File: config.mk
export PLATFORM = sky130hd
export DESIGN_NAME = instr_timing_core
export DESIGN_NICKNAME = d
export VERILOG_FILES = /design/src/hw/instr_timing_pkg.sv /design/src/hw/opcode_length_table.sv /design/src/hw/instr_timing_core.sv
export SDC_FILE = /design/constraint.sdc
export NUM_CORES = 1
export LEC_CHECK = 0
export ABC_AREA = 1
export BUFFER_PORTS_ARGS = -buffer_cell sky130_fd_sc_hd__buf_2
export CAP_MARGIN = 30
export CORE_MARGIN = 2
export CORE_UTILIZATION = 47
export DETAILED_ROUTE_END_ITERATION = 10
export PLACE_DENSITY = 0.75
export SYNTH_ARGS = -nofsm -noshare
export SYNTH_HDL_FRONTEND = slang
export SYNTH_SLANG_ARGS = --single-unit
File: constraint.sdc
create_clock -name clk -period 1.3 [get_ports clk]
set_input_delay 0.26 -clock clk [delete_from_list [all_inputs] [get_ports clk]]
set_output_delay 0.26 -clock clk [all_outputs]
set_load 0.05 [all_outputs]
File: src/hw/instr_timing_pkg.sv
// Package with opcode encodings, lengths, cycle counts and carrier types.
package instr_timing_pkg;
    localparam int unsigned OPCODE_W = 8;
    localparam int unsigned LEN_W = 2;
    localparam int unsigned CYC_W = 4;
    localparam logic [CYC_W-1:0] MAX_CYCLES = 4'h8;
    localparam logic [LEN_W-1:0] LEN_1 = 2'h1;
    localparam logic [LEN_W-1:0] LEN_2 = 2'h2;
    localparam logic [LEN_W-1:0] LEN_3 = 2'h3;
    localparam logic [CYC_W-1:0] CYC_1 = 4'h1;
    localparam logic [CYC_W-1:0] CYC_2 = 4'h2;
    localparam logic [CYC_W-1:0] CYC_3 = 4'h3;
    localparam logic [CYC_W-1:0] CYC_4 = 4'h4;
    // Group encodings in the upper nibble of the first opcode byte.
    localparam logic [3:0] GRP_INC = 4'h0;
    localparam logic [3:0] GRP_DEC = 4'h1;
    localparam logic [3:0] GRP_ADD = 4'h2;
    localparam logic [3:0] GRP_ADD_WITH_CARRY = 4'h3;
    localparam logic [3:0] GRP_ORL = 4'h4;
    localparam logic [3:0] GRP_ANL = 4'h5;
    localparam logic [3:0] GRP_XRL = 4'h6;
    localparam logic [3:0] GRP_MOVI = 4'h7;
    localparam logic [3:0] GRP_SUBTRACT_WITH_BORROW = 4'h9;
    localparam logic [3:0] GRP_MOVRD = 4'ha;
    localparam logic [3:0] GRP_XCH = 4'hc;
    localparam logic [3:0] GRP_MOVA = 4'he;
    localparam logic [3:0] GRP_MOVW = 4'hf;
    localparam logic [3:0] GRP_MOVDR = 4'h8;
    // Whole opcodes with their own timing.
    localparam logic [7:0] OP_RRC = 8'h13;
    localparam logic [7:0] OP_RLC = 8'h33;
    localparam logic [7:0] OP_ORL_DI = 8'h43;
    localparam logic [7:0] OP_ANL_DI = 8'h53;
    localparam logic [7:0] OP_XRL_DI = 8'h63;
    localparam logic [7:0] OP_CODE_MEMORY_READ_PC = 8'h83;
    localparam logic [7:0] OP_DIV = 8'h84;
    localparam logic [7:0] OP_MOV_DD = 8'h85;
    localparam logic [7:0] OP_MOV_DPI = 8'h90;
    localparam logic [7:0] OP_CODE_MEMORY_READ_DP = 8'h93;
    localparam logic [7:0] OP_INC_DP = 8'ha3;
    localparam logic [7:0] OP_MUL = 8'ha4;
    localparam logic [7:0] OP_PUSH = 8'hc0;
    localparam logic [7:0] OP_POP = 8'hd0;
    localparam logic [7:0] OP_NIB_XCH0 = 8'hd6;
    localparam logic [7:0] OP_NIB_XCH1 = 8'hd7;
    localparam logic [7:0] OP_CPL_A = 8'hf4;
    localparam logic [7:0] OP_XMOV_RD_DP = 8'he0;
    localparam logic [7:0] OP_XMOV_WR_DP = 8'hf0;
    localparam logic [7:0] OP_NOP = 8'h00;

    typedef struct packed {
        logic [LEN_W-1:0] length;
        logic [CYC_W-1:0] cycles;
        logic bank_reg;
        logic indirect;
        logic ext_move;
        logic ext_write;
        logic [2:0] reg_sel;
    } decode_t;

    typedef struct packed {
        logic valid;
        logic [OPCODE_W-1:0] opcode;
    } fetch_t;

    typedef struct packed {
        logic ext_move;
        logic ext_write;
        logic flash_sel;
        logic [4:0] bank_index;
    } exec_t;
endpackage : instr_timing_pkg

File: src/hw/opcode_length_table.sv
// Combinational lookup of byte length and cycle count from the first byte.
`timescale 1ns/100ps
`default_nettype none
module opcode_length_table (
    // Opcode in
    input wire logic [instr_timing_pkg::OPCODE_W-1:0] opcode,
    // Decoded attributes
    output var instr_timing_pkg::decode_t info
);
    import instr_timing_pkg::*;

    wire [3:0] grp = opcode[7:4];
    wire [3:0] low = opcode[3:0];
    wire is_bank = opcode[3];
    wire is_ind = (low[3:1] == 3'h3);
    wire is_imm = (low == 4'h4);
    wire is_dir = (low == 4'h5);
    wire is_arith = (grp == GRP_ADD) || (grp == GRP_ADD_WITH_CARRY) || (grp == GRP_SUBTRACT_WITH_BORROW);
    wire is_logic = (grp == GRP_ORL) || (grp == GRP_ANL) || (grp == GRP_XRL);
    wire is_xmov = (grp >= GRP_MOVA) && (low[3:2] == 2'h0)
        && (low[1:0] != 2'h1);

    always_comb begin
        info = '0;
        info.length = LEN_1;
        info.cycles = CYC_1;
        info.bank_reg = is_bank;
        info.indirect = is_ind;
        info.reg_sel = is_bank ? opcode[2:0] : {2'h0, opcode[0]};
        info.ext_move = is_xmov;
        info.ext_write = is_xmov && (grp == GRP_MOVW);
        if (opcode == OP_DIV) begin
            info.cycles = MAX_CYCLES;
        end else if (opcode == OP_MUL) begin
            info.cycles = CYC_4;
        end else if (opcode == OP_ANL_DI || opcode == OP_ORL_DI
                || opcode == OP_XRL_DI || opcode == OP_MOV_DD
                || opcode == OP_MOV_DPI) begin
            info.length = LEN_3;
            info.cycles = CYC_3;
        end else if (opcode == OP_CODE_MEMORY_READ_DP || opcode == OP_CODE_MEMORY_READ_PC) begin
            info.cycles = CYC_3;
        end else if (is_xmov) begin
            info.cycles = CYC_3;
        end else if (opcode == OP_PUSH || opcode == OP_POP) begin
            info.length = LEN_2;
            info.cycles = CYC_2;
        end else if (opcode == OP_NIB_XCH0 || opcode == OP_NIB_XCH1) begin
            info.cycles = CYC_2;
        end else if (opcode == OP_CPL_A) begin
            info.cycles = CYC_2;
        end else if (opcode == OP_RLC || opcode == OP_RRC
                || opcode == OP_INC_DP || opcode == OP_NOP) begin
            info.cycles = CYC_1;
        end else if (is_arith || is_logic || grp == GRP_INC
                || grp == GRP_DEC || grp == GRP_XCH || grp == GRP_MOVA) begin
            if (is_bank) begin
                info.cycles = CYC_1;
            end else if (is_ind) begin
                info.cycles = CYC_2;
            end else if (is_imm && grp != GRP_INC && grp != GRP_DEC
                    && grp != GRP_XCH && grp != GRP_MOVA) begin
                info.length = LEN_2;
                info.cycles = CYC_2;
            end else if (is_dir) begin
                info.length = LEN_2;
                info.cycles = CYC_2;
            end
        end else if (grp == GRP_MOVI && is_ind) begin
            info.length = LEN_2;
            info.cycles = CYC_2;
        end else if ((grp == GRP_MOVI || grp == GRP_MOVRD
                || grp == GRP_MOVDR) && (is_bank || is_ind)) begin
            info.length = LEN_2;
            info.cycles = CYC_2;
        end
    end
endmodule : opcode_length_table
`default_nettype wire

File: src/hw/instr_timing_core.sv
// Instruction timing sequencer: decodes, stalls fetch, routes external moves.
`timescale 1ns/100ps
`default_nettype none
module instr_timing_core (
    // Clock and reset
    input wire logic clk,
    input wire logic resetn,
    // Fetch side
    input wire instr_timing_pkg::fetch_t fetch_in,
    output logic fetch_ready,
    // Bank select and flash steering
    input wire logic [1:0] bank_select,
    input wire logic flash_write_enable,
    // Execute side
    output logic issue_valid,
    output logic [instr_timing_pkg::LEN_W-1:0] issue_length,
    output logic [instr_timing_pkg::CYC_W-1:0] issue_cycles,
    output var instr_timing_pkg::exec_t issue_exec,
    output logic issue_done
);
    import instr_timing_pkg::*;

    typedef enum logic [0:0] {
        ST_IDLE = 1'b0,
        ST_BUSY = 1'b1
    } state_t;

    decode_t dec;
    state_t state_reg;
    state_t state_next;
    logic [CYC_W-1:0] count_reg;
    logic [CYC_W-1:0] count_next;

    opcode_length_table u_table (
        .opcode(fetch_in.opcode),
        .info(dec)
    );

    wire accept = fetch_in.valid && fetch_ready;
    wire last_cycle = (count_next == CYC_1);
    // A register operand is the bank base plus the three select bits.
    wire [4:0] bank_index = {bank_select, dec.reg_sel};
    // Flash is reached only by writes, so that reads keep seeing xdata.
    wire flash_sel = dec.ext_move && dec.ext_write && flash_write_enable;

    always_comb begin
        state_next = state_reg;
        count_next = count_reg;
        case (state_reg)
            ST_IDLE: begin
                if (accept) begin
                    count_next = dec.cycles;
                    state_next = (dec.cycles > CYC_1) ? ST_BUSY : ST_IDLE;
                end
            end
            ST_BUSY: begin
                count_next = count_reg - CYC_1;
                if (count_next == CYC_1) begin
                    state_next = ST_IDLE;
                end
            end
            default: begin
                state_next = ST_IDLE;
            end
        endcase
    end

    always_ff @(posedge clk or negedge resetn) begin
        if (!resetn) begin
            state_reg <= ST_IDLE;
            count_reg <= '0;
        end else begin
            state_reg <= state_next;
            count_reg <= count_next;
        end
    end

    // Fetch is held while a multi-cycle instruction runs.
    always_ff @(posedge clk or negedge resetn) begin
        if (!resetn) begin
            fetch_ready <= 1'b0;
        end else begin
            fetch_ready <= (state_next == ST_IDLE);
        end
    end

    always_ff @(posedge clk or negedge resetn) begin
        if (!resetn) begin
            issue_valid <= 1'b0;
            issue_length <= '0;
            issue_cycles <= '0;
            issue_exec <= '0;
        end else begin
            issue_valid <= accept;
            if (accept) begin
                issue_length <= dec.length;
                issue_cycles <= dec.cycles;
                issue_exec.ext_move <= dec.ext_move;
                issue_exec.ext_write <= dec.ext_write;
                issue_exec.flash_sel <= flash_sel;
                issue_exec.bank_index <= bank_index;
            end
        end
    end

    always_ff @(posedge clk or negedge resetn) begin
        if (!resetn) begin
            issue_done <= 1'b0;
        end else begin
            issue_done <= (state_reg == ST_BUSY && last_cycle)
                || (state_reg == ST_IDLE && accept && dec.cycles == CYC_1);
        end
    end

    // Cycle budget never exceeds the upper bound.
    max_cycles_a: assert property (@(posedge clk) disable iff (!resetn)
        issue_valid |-> (issue_cycles <= MAX_CYCLES && issue_cycles >= CYC_1))
        else $error("cycle count out of range");

    stall_hold_a: assert property (@(posedge clk) disable iff (!resetn)
        (issue_valid && issue_cycles == CYC_3)
        |-> !fetch_ready ##1 !fetch_ready ##1 fetch_ready)
        else $error("fetch not stalled for three cycle instruction");

    single_ready_a: assert property (@(posedge clk) disable iff (!resetn)
        (issue_valid && issue_cycles == CYC_1) |-> fetch_ready)
        else $error("one cycle instruction stalled fetch");

    done_time_a: assert property (@(posedge clk) disable iff (!resetn)
        (issue_valid && issue_cycles == CYC_2) |-> ##1 issue_done)
        else $error("two cycle instruction not done on time");

    flash_route_a: assert property (@(posedge clk) disable iff (!resetn)
        issue_exec.flash_sel |-> issue_exec.ext_write)
        else $error("flash selected without external write");

    xmov_len_a: assert property (@(posedge clk) disable iff (!resetn)
        (issue_valid && issue_exec.ext_move) |->
        (issue_length == LEN_1 && issue_cycles == CYC_3))
        else $error("external move timing wrong");

    bank_sel_a: assert property (@(posedge clk) disable iff (!resetn)
        accept && dec.bank_reg |=> issue_exec.bank_index[4:3] == $past(bank_select))
        else $error("bank index does not follow bank select");

    len_bound_a: assert property (@(posedge clk) disable iff (!resetn)
        (issue_valid && issue_length == LEN_3) |-> issue_cycles == CYC_3)
        else $error("three byte instruction not three cycles");

    issue_only_idle_a: assert property (@(posedge clk) disable iff (!resetn)
        state_reg == ST_BUSY |-> !accept)
        else $error("instruction accepted while busy");

    cover_single_c: cover property (@(posedge clk) disable iff (!resetn)
        issue_valid && issue_cycles == CYC_1);
    cover_three_c: cover property (@(posedge clk) disable iff (!resetn)
        issue_valid && issue_length == LEN_3);
    cover_flash_c: cover property (@(posedge clk) disable iff (!resetn)
        issue_exec.flash_sel);
    cover_div_c: cover property (@(posedge clk) disable iff (!resetn)
        issue_valid && issue_cycles == MAX_CYCLES);
endmodule : instr_timing_core
`default_nettype wire

After elaboration in Yosys (flattened, before gate mapping)
Index checks and enable logic that the tools add are counted.
{"block": "totals", "ff_bits": 22, "latch_bits": 0, "mem_bits_rw": 0, "mem_bits_ro": 0, "inputBits": 14, "output_inout_bits": 17, "n_memories": 0}
{"block": "classes", "n_addsub": 1, "n_mul": 0, "n_div": 0, "order_cmp": 2, "eq_ne": 40, "n_shift": 0, "muxes": 44, "bitwise": 2, "n_reduce_logical": 42}
{"operator": "two-way mux 6 bit", "count": 19}
{"operator": "equality test 8 bit (second input constant)", "count": 12}
{"operator": "two-way mux 4 bit", "count": 10}
{"operator": "equality test 4 x 3 -> 1 bit (second input constant)", "count": 6}
{"operator": "equality test 4 bit (second input constant)", "count": 6}
{"operator": "equality test 8 x 7 -> 1 bit (second input constant)", "count": 3}
{"operator": "logical OR 1 bit", "count": 23}
{"operator": "two-way mux 2 bit", "count": 9}
{"operator": "equality test 4 x 1 -> 1 bit (second input constant)", "count": 4}
{"operator": "logical AND 1 bit", "count": 15}
{"operator": "equality test 4 x 2 -> 1 bit (second input constant)", "count": 2}
{"operator": "equality test 8 x 5 -> 1 bit (second input constant)", "count": 1}
{"operator": "equality test 8 x 6 -> 1 bit (second input constant)", "count": 1}
{"operator": "zero test 8 bit", "count": 1}
{"operator": "inequality test 4 bit (second input constant)", "count": 2}
{"operator": "case mux 4 bit (2 select lines)", "count": 1}
{"operator": ">= comparator 4 bit (second input constant)", "count": 1}
{"operator": "> comparator 4 x 1 -> 1 bit (second input constant)", "count": 1}
{"operator": "zero test 4 bit", "count": 1}
{"operator": "inequality test 4 x 1 -> 1 bit (second input constant)", "count": 1}
{"operator": "nonzero test 4 bit", "count": 1}
{"operator": "subtractor 4 x 1 -> 4 bit (second input constant)", "count": 1}
{"operator": "equality test 3 x 2 -> 1 bit (second input constant)", "count": 1}
{"operator": "two-way mux 1 bit", "count": 3}
{"operator": "other kinds (5)", "count": 6}

Longest topological paths before layout
{"block": "logic_depth", "word_depth": 35, "ltp_mapped": 13, "depth_no_buf": 13}

Cells and area by module
From an unflattened synthesis, not the netlist that was laid out.
{"block": "hier_totals", "hier_cells": 193, "area_unflattened_um2": 1375.1}
{"module": "instr_timing_core", "n_inst": 1, "cells_each": 111, "area_per_inst_um2": 985.9, "seq_area_each_um2": 550.5}
{"module": "opcode_length_table", "n_inst": 1, "cells_each": 82, "area_per_inst_um2": 389.1, "seq_area_each_um2": 0.0}

Worst setup path before layout
Ideal clock, no wire load.
{"block": "synth_timing", "path_type": "register to register", "startpoint": "register fetch_ready", "endpoint": "register issue_done", "setup_ns": 0.117, "arrival_ns": 1.458, "required_ns": 1.183, "path_slack_ns": -0.275, "path_stages_with_launch": 8, "path_buffers": 0, "synth_period_minus_slack_ns": 1.575, "path_cell_list": "dfrtp_1 > nand2_1 > clkinv_1 > nand3_1 > a22oi_1 > nor3_1 > nand3_1 > nand2_1"}
{"block": "synth_between", "elab_chain_cells": 6}
{"item": "start, declared", "line": "instr_timing_core.sv:10", "rtl": "output logic fetch_ready,"}
{"item": "start signal, assigned", "line": "instr_timing_core.sv:83", "rtl": "fetch_ready <= (state_next == ST_IDLE);"}
{"item": "logical AND 1 bit", "line": "instr_timing_core.sv:39", "rtl": "wire accept = fetch_in.valid && fetch_ready;"}
{"item": "named net accept", "line": "instr_timing_core.sv:39"}
{"item": "two-way mux 4 bit", "line": "instr_timing_core.sv:51", "rtl": "if (accept) begin"}
{"item": "case mux 4 bit (2 select lines)", "line": "instr_timing_core.sv:49", "rtl": "case (state_reg)"}
{"item": "named net count_next[2]", "line": "instr_timing_core.sv:32", "rtl": "logic [CYC_W-1:0] count_next;"}
{"item": "equality test 4 x 1 -> 1 bit", "line": "instr_timing_core.sv:40", "rtl": "wire last_cycle = (count_next == CYC_1);"}
{"item": "logical AND 1 bit", "line": "instr_timing_core.sv:110", "rtl": "issue_done <= (state_reg == ST_BUSY && last_cycle)"}
{"item": "logical OR 1 bit", "line": "instr_timing_core.sv:111", "rtl": "|| (state_reg == ST_IDLE && accept && dec.cycles == CYC_1);"}
{"item": "end signal, assigned", "line": "instr_timing_core.sv:110"}
{"item": "end, declared", "line": "instr_timing_core.sv:19", "rtl": "output logic issue_done"}
The timed path passes the listed nets, and every way through them passes these cells.
A chain may end at the register's enable or synchronous reset.

Worst setup path after layout
{"block": "layout_timing", "startpoint": "register count_reg[2]", "endpoint": "register issue_done"}
{"block": "layout_between", "elab_chain_cells": 5}
{"item": "start, declared", "line": "instr_timing_core.sv:31", "rtl": "logic [CYC_W-1:0] count_reg;"}
{"item": "start signal, assigned", "line": "instr_timing_core.sv:74", "rtl": "count_reg <= count_next;"}
{"item": "subtractor 4 x 1 -> 4 bit / two-way mux 4 bit (equally long branches)", "line": "instr_timing_core.sv:57, instr_timing_core.sv:51"}
{"item": "case mux 4 bit (2 select lines) *", "line": "instr_timing_core.sv:49"}
{"item": "equality test 4 x 1 -> 1 bit *", "line": "instr_timing_core.sv:40"}
{"item": "logical AND 1 bit *", "line": "instr_timing_core.sv:110"}
{"item": "logical OR 1 bit *", "line": "instr_timing_core.sv:111"}
Every way passes the cells marked *; elsewhere a longest branch is shown, timed or not.

==> impl_metrics.tcl <==
set metrics [dict create \
    run_status "finished with violations" \
    violations "setup timing" \
    powerDensity_mw_per_mm2 2116 \
    htreeDepth 1 \
    finalPower_mw 3.706 \
    crit_fanout 3 \
    worst_clock_skew_ns 0.007863 \
    synth_common_cells "58 x nand2_1, 22 x dfrtp_1, 20 x nor2_1, 14 x inv_1, 13 x nand3_1" \
    worstMarginPinSlew_ns 0.4827 \
    crit_path_max_incr_delay_ns 0.48 \
    routedWlPerCell_um 11.84 \
    overflow 0 \
    start_util_pct 49.70 \
    route.detailed.drc 0 \
    cp.depth 6 \
    rows 18 \
    drive_gt1_share_pct 39.74 \
    async_flop_share_pct 100.0 \
    yosys_warnings 0 \
    synth_area_mm2 0.001242 \
    setup_ws_ns -0.1151 \
    setup_viol 3 \
    hold_depth 3 \
    met2_usage_pct 36.22 \
    die-height_um 55.42 \
    fmax_mhz 706.7 \
    io_buffers 30 \
    rsz0062_at_grt "true" \
    syn_nets 188 \
    path_buf_inv 1 \
    multi_input_area_um2 660.6 \
    yosys.area.top_type "dfrtp_1" \
    via_per_inst 5.095 \
    grt_pass1_wl_mm 5.064 \
    postRouteAntennaNets 0 \
    seqCellArea_um2 551.8 \
    critPathLaunchType "flip-flop" \
    fin_crit_sh_pct 108.9 \
    drt_iter0_drc 63 \
    stdcell_count 264 \
    grt_start_max_net_pins 23 \
    firstDrtPassIters 4 \
    r2r_cells 6 \
    grt_use_met3_pct 2.576 \
    clock_latency_ns 0.32 \
    die_x_um 55.42 \
    ys_seq_area_share_pct 44.31 \
    grt.total_usage_pct 20.44 \
    worstSetupPathType "reg2reg" \
    power.static_leakage_nw 0.9972 \
    ys_top_cells_by_area "dfrtp_1 44%, nand2_1 18%, nor2_1 6.0%, nand3_1 5.2%, inv_1 4.2%" \
    grt_busiest_layer "met2" \
    slew_headroom_pct 67.82 \
    areaGrowthSynthToFinish_pct 40.99 \
    io_pins 31 \
    syn-instance-count 172 \
    wl_mm 3.126 \
    clk_pin_slew_ns 0.12 \
    fillCellCount 192 \
    core_mm2 0.002500 \
    synth.top_cell.area_share_pct 44.31 \
    critPathArrivalTime_ns 1.63 \
    largest_reg_flops 8 \
    dieArea_mm2 0.003071 \
    syn_area_per_cell_um2 7.224 \
    drv_cap 0 \
    cpLargestDelayFamily "flip-flops" \
    worstSetupEndpointType "flip-flop" \
    synth_edf_count 0 \
    slowest_stage "dfrtp_1" \
    dp.cells 252 \
    final.setup.tns_ns -0.1897 \
    hold_class "in2reg" \
    ir_worst_vdd_mv 1.718 \
    maxSlewViolCount 0 \
    cts_tree "built" \
    use_met1_pct 23.54 \
    finalHoldViolCount 0 \
    hpwl_mm 2.254 \
    fin_crit_ns 1.415 \
    cts_root_buffer "clkbuf_4" \
    grt_pass1_vias 1240 \
    antenna_found_initial 0 \
    dr_total_vias 1345 \
    antenna-diode-count 0 \
    final_nets 251 \
    worstPathRequired_ns 1.52 \
    yosysUniqueCellTypes 24 \
    dpl_worst_slack_ns -0.2455 \
    synth_ff_type "dfrtp_1" \
    clock_sinks 22 \
    place.gp.congestion 0.9763 \
    yosysMostFrequentCell "nand2_1" \
    cp_cell_sequence "nor3_4 -> xor2_1 -> buf_4 -> nor3_2 -> nand3_1 -> nand2_1" \
    cts_buffers 3 \
    yosys_register_bits 22 \
    cts_buffer_depth 2 \
]
## final timing paths
kind,from,endpoint,slack (ns)
max in group asynchronous,resetn,fetch_ready,0.53
setup / recovery,count_reg[2],issue_done,-0.12
hold / removal,bank_select[1],issue_exec[4],0.13
setup reg to reg,count_reg[2],issue_done,-0.12
hold reg to reg,issue_cycles[0],issue_cycles[0],0.48
min in group asynchronous,resetn,issue_cycles[0],0.42
## stage by stage
step | utilization (%) | area [um2] | hold WS, ns
floorplan | - | 1252 | -0.03559
global placement | 64.06 | 1602 | 0.2334
detailed placement | 64.06 | 1602 | 0.2427
CTS | 68.97 | 1724 | 0.1378
global route | 70.07 | 1752 | 0.1450
finish | 70.07 | 1752 | 0.1334
## kinds of logic (layout without fill, tap and decap cells)
family,count (synthesis),in the layout,share of synthesized area [%]
flip-flops,22,22,44.31
AND/OR/NAND/NOR,107,107,37.46
XOR/XNOR,2,2,1.410
buffers and inverters,23,85,6.948
adder cells (fa/ha/maj),2,2,2.014
AO/OA/AOI/OAI,16,16,7.855
## timing repair
| action | 4_1_cts | 5_1_grt |
|---|---|---|
| hold buffers | 1 | 0 |
| pin swaps | 6 | 3 |
| gates resized for setup | 7 | 4 |
| buffers inserted | 6 | 1 |
| setup endpoints to repair | 3 | 6 |
| endpoints found under the hold margin | 22 | 0 |
## power breakdown
| group | leakage [nW] | switching [mW] | total, mW | internal [mW] |
|---|---|---|---|---|
| combinational | 0.700 | 1.38 | 2.19 | 0.808 |
| clock | 0.0210 | 0.210 | 0.381 | 0.171 |
| sequential | 0.277 | 0.197 | 1.14 | 0.940 |
## tightest hold or removal path, delay by kind of cell
kind,cells,cell delay (ns)
and+or+nand+nor,2,0.10
buffers and inverters,1,0.08
## layout make-up
type / count / area share, %
inverters: 20 / 4.357
multi-input cells: 127 / 37.71
flip-flops and latches: 22 / 31.50
repair buffers: 61 / 22.21
well taps: 30 / 2.143
clock buffers: 4 / 2.071
## metal layers
layer  share of wire [%]  vias up  wire [um]
met4                 1.9        0         59
met3                 5.5        5        172
li1                    -      661          -
met5                   0        -          0
met2                  49       57       1538
met1                  43      622       1356
## cell usage in the layout, fill, tap and decap left out, drive strengths merged, types with 2 or more instances in the layout
master  instances
a21oi           7
nand3          15
ha              2
o31ai           2
o21ai           5
nand2          65
dfrtp          22
buf            60
nor3            4
inv            19
nor2           21
clkbuf          4
Power figures use the tool's default switching activity.
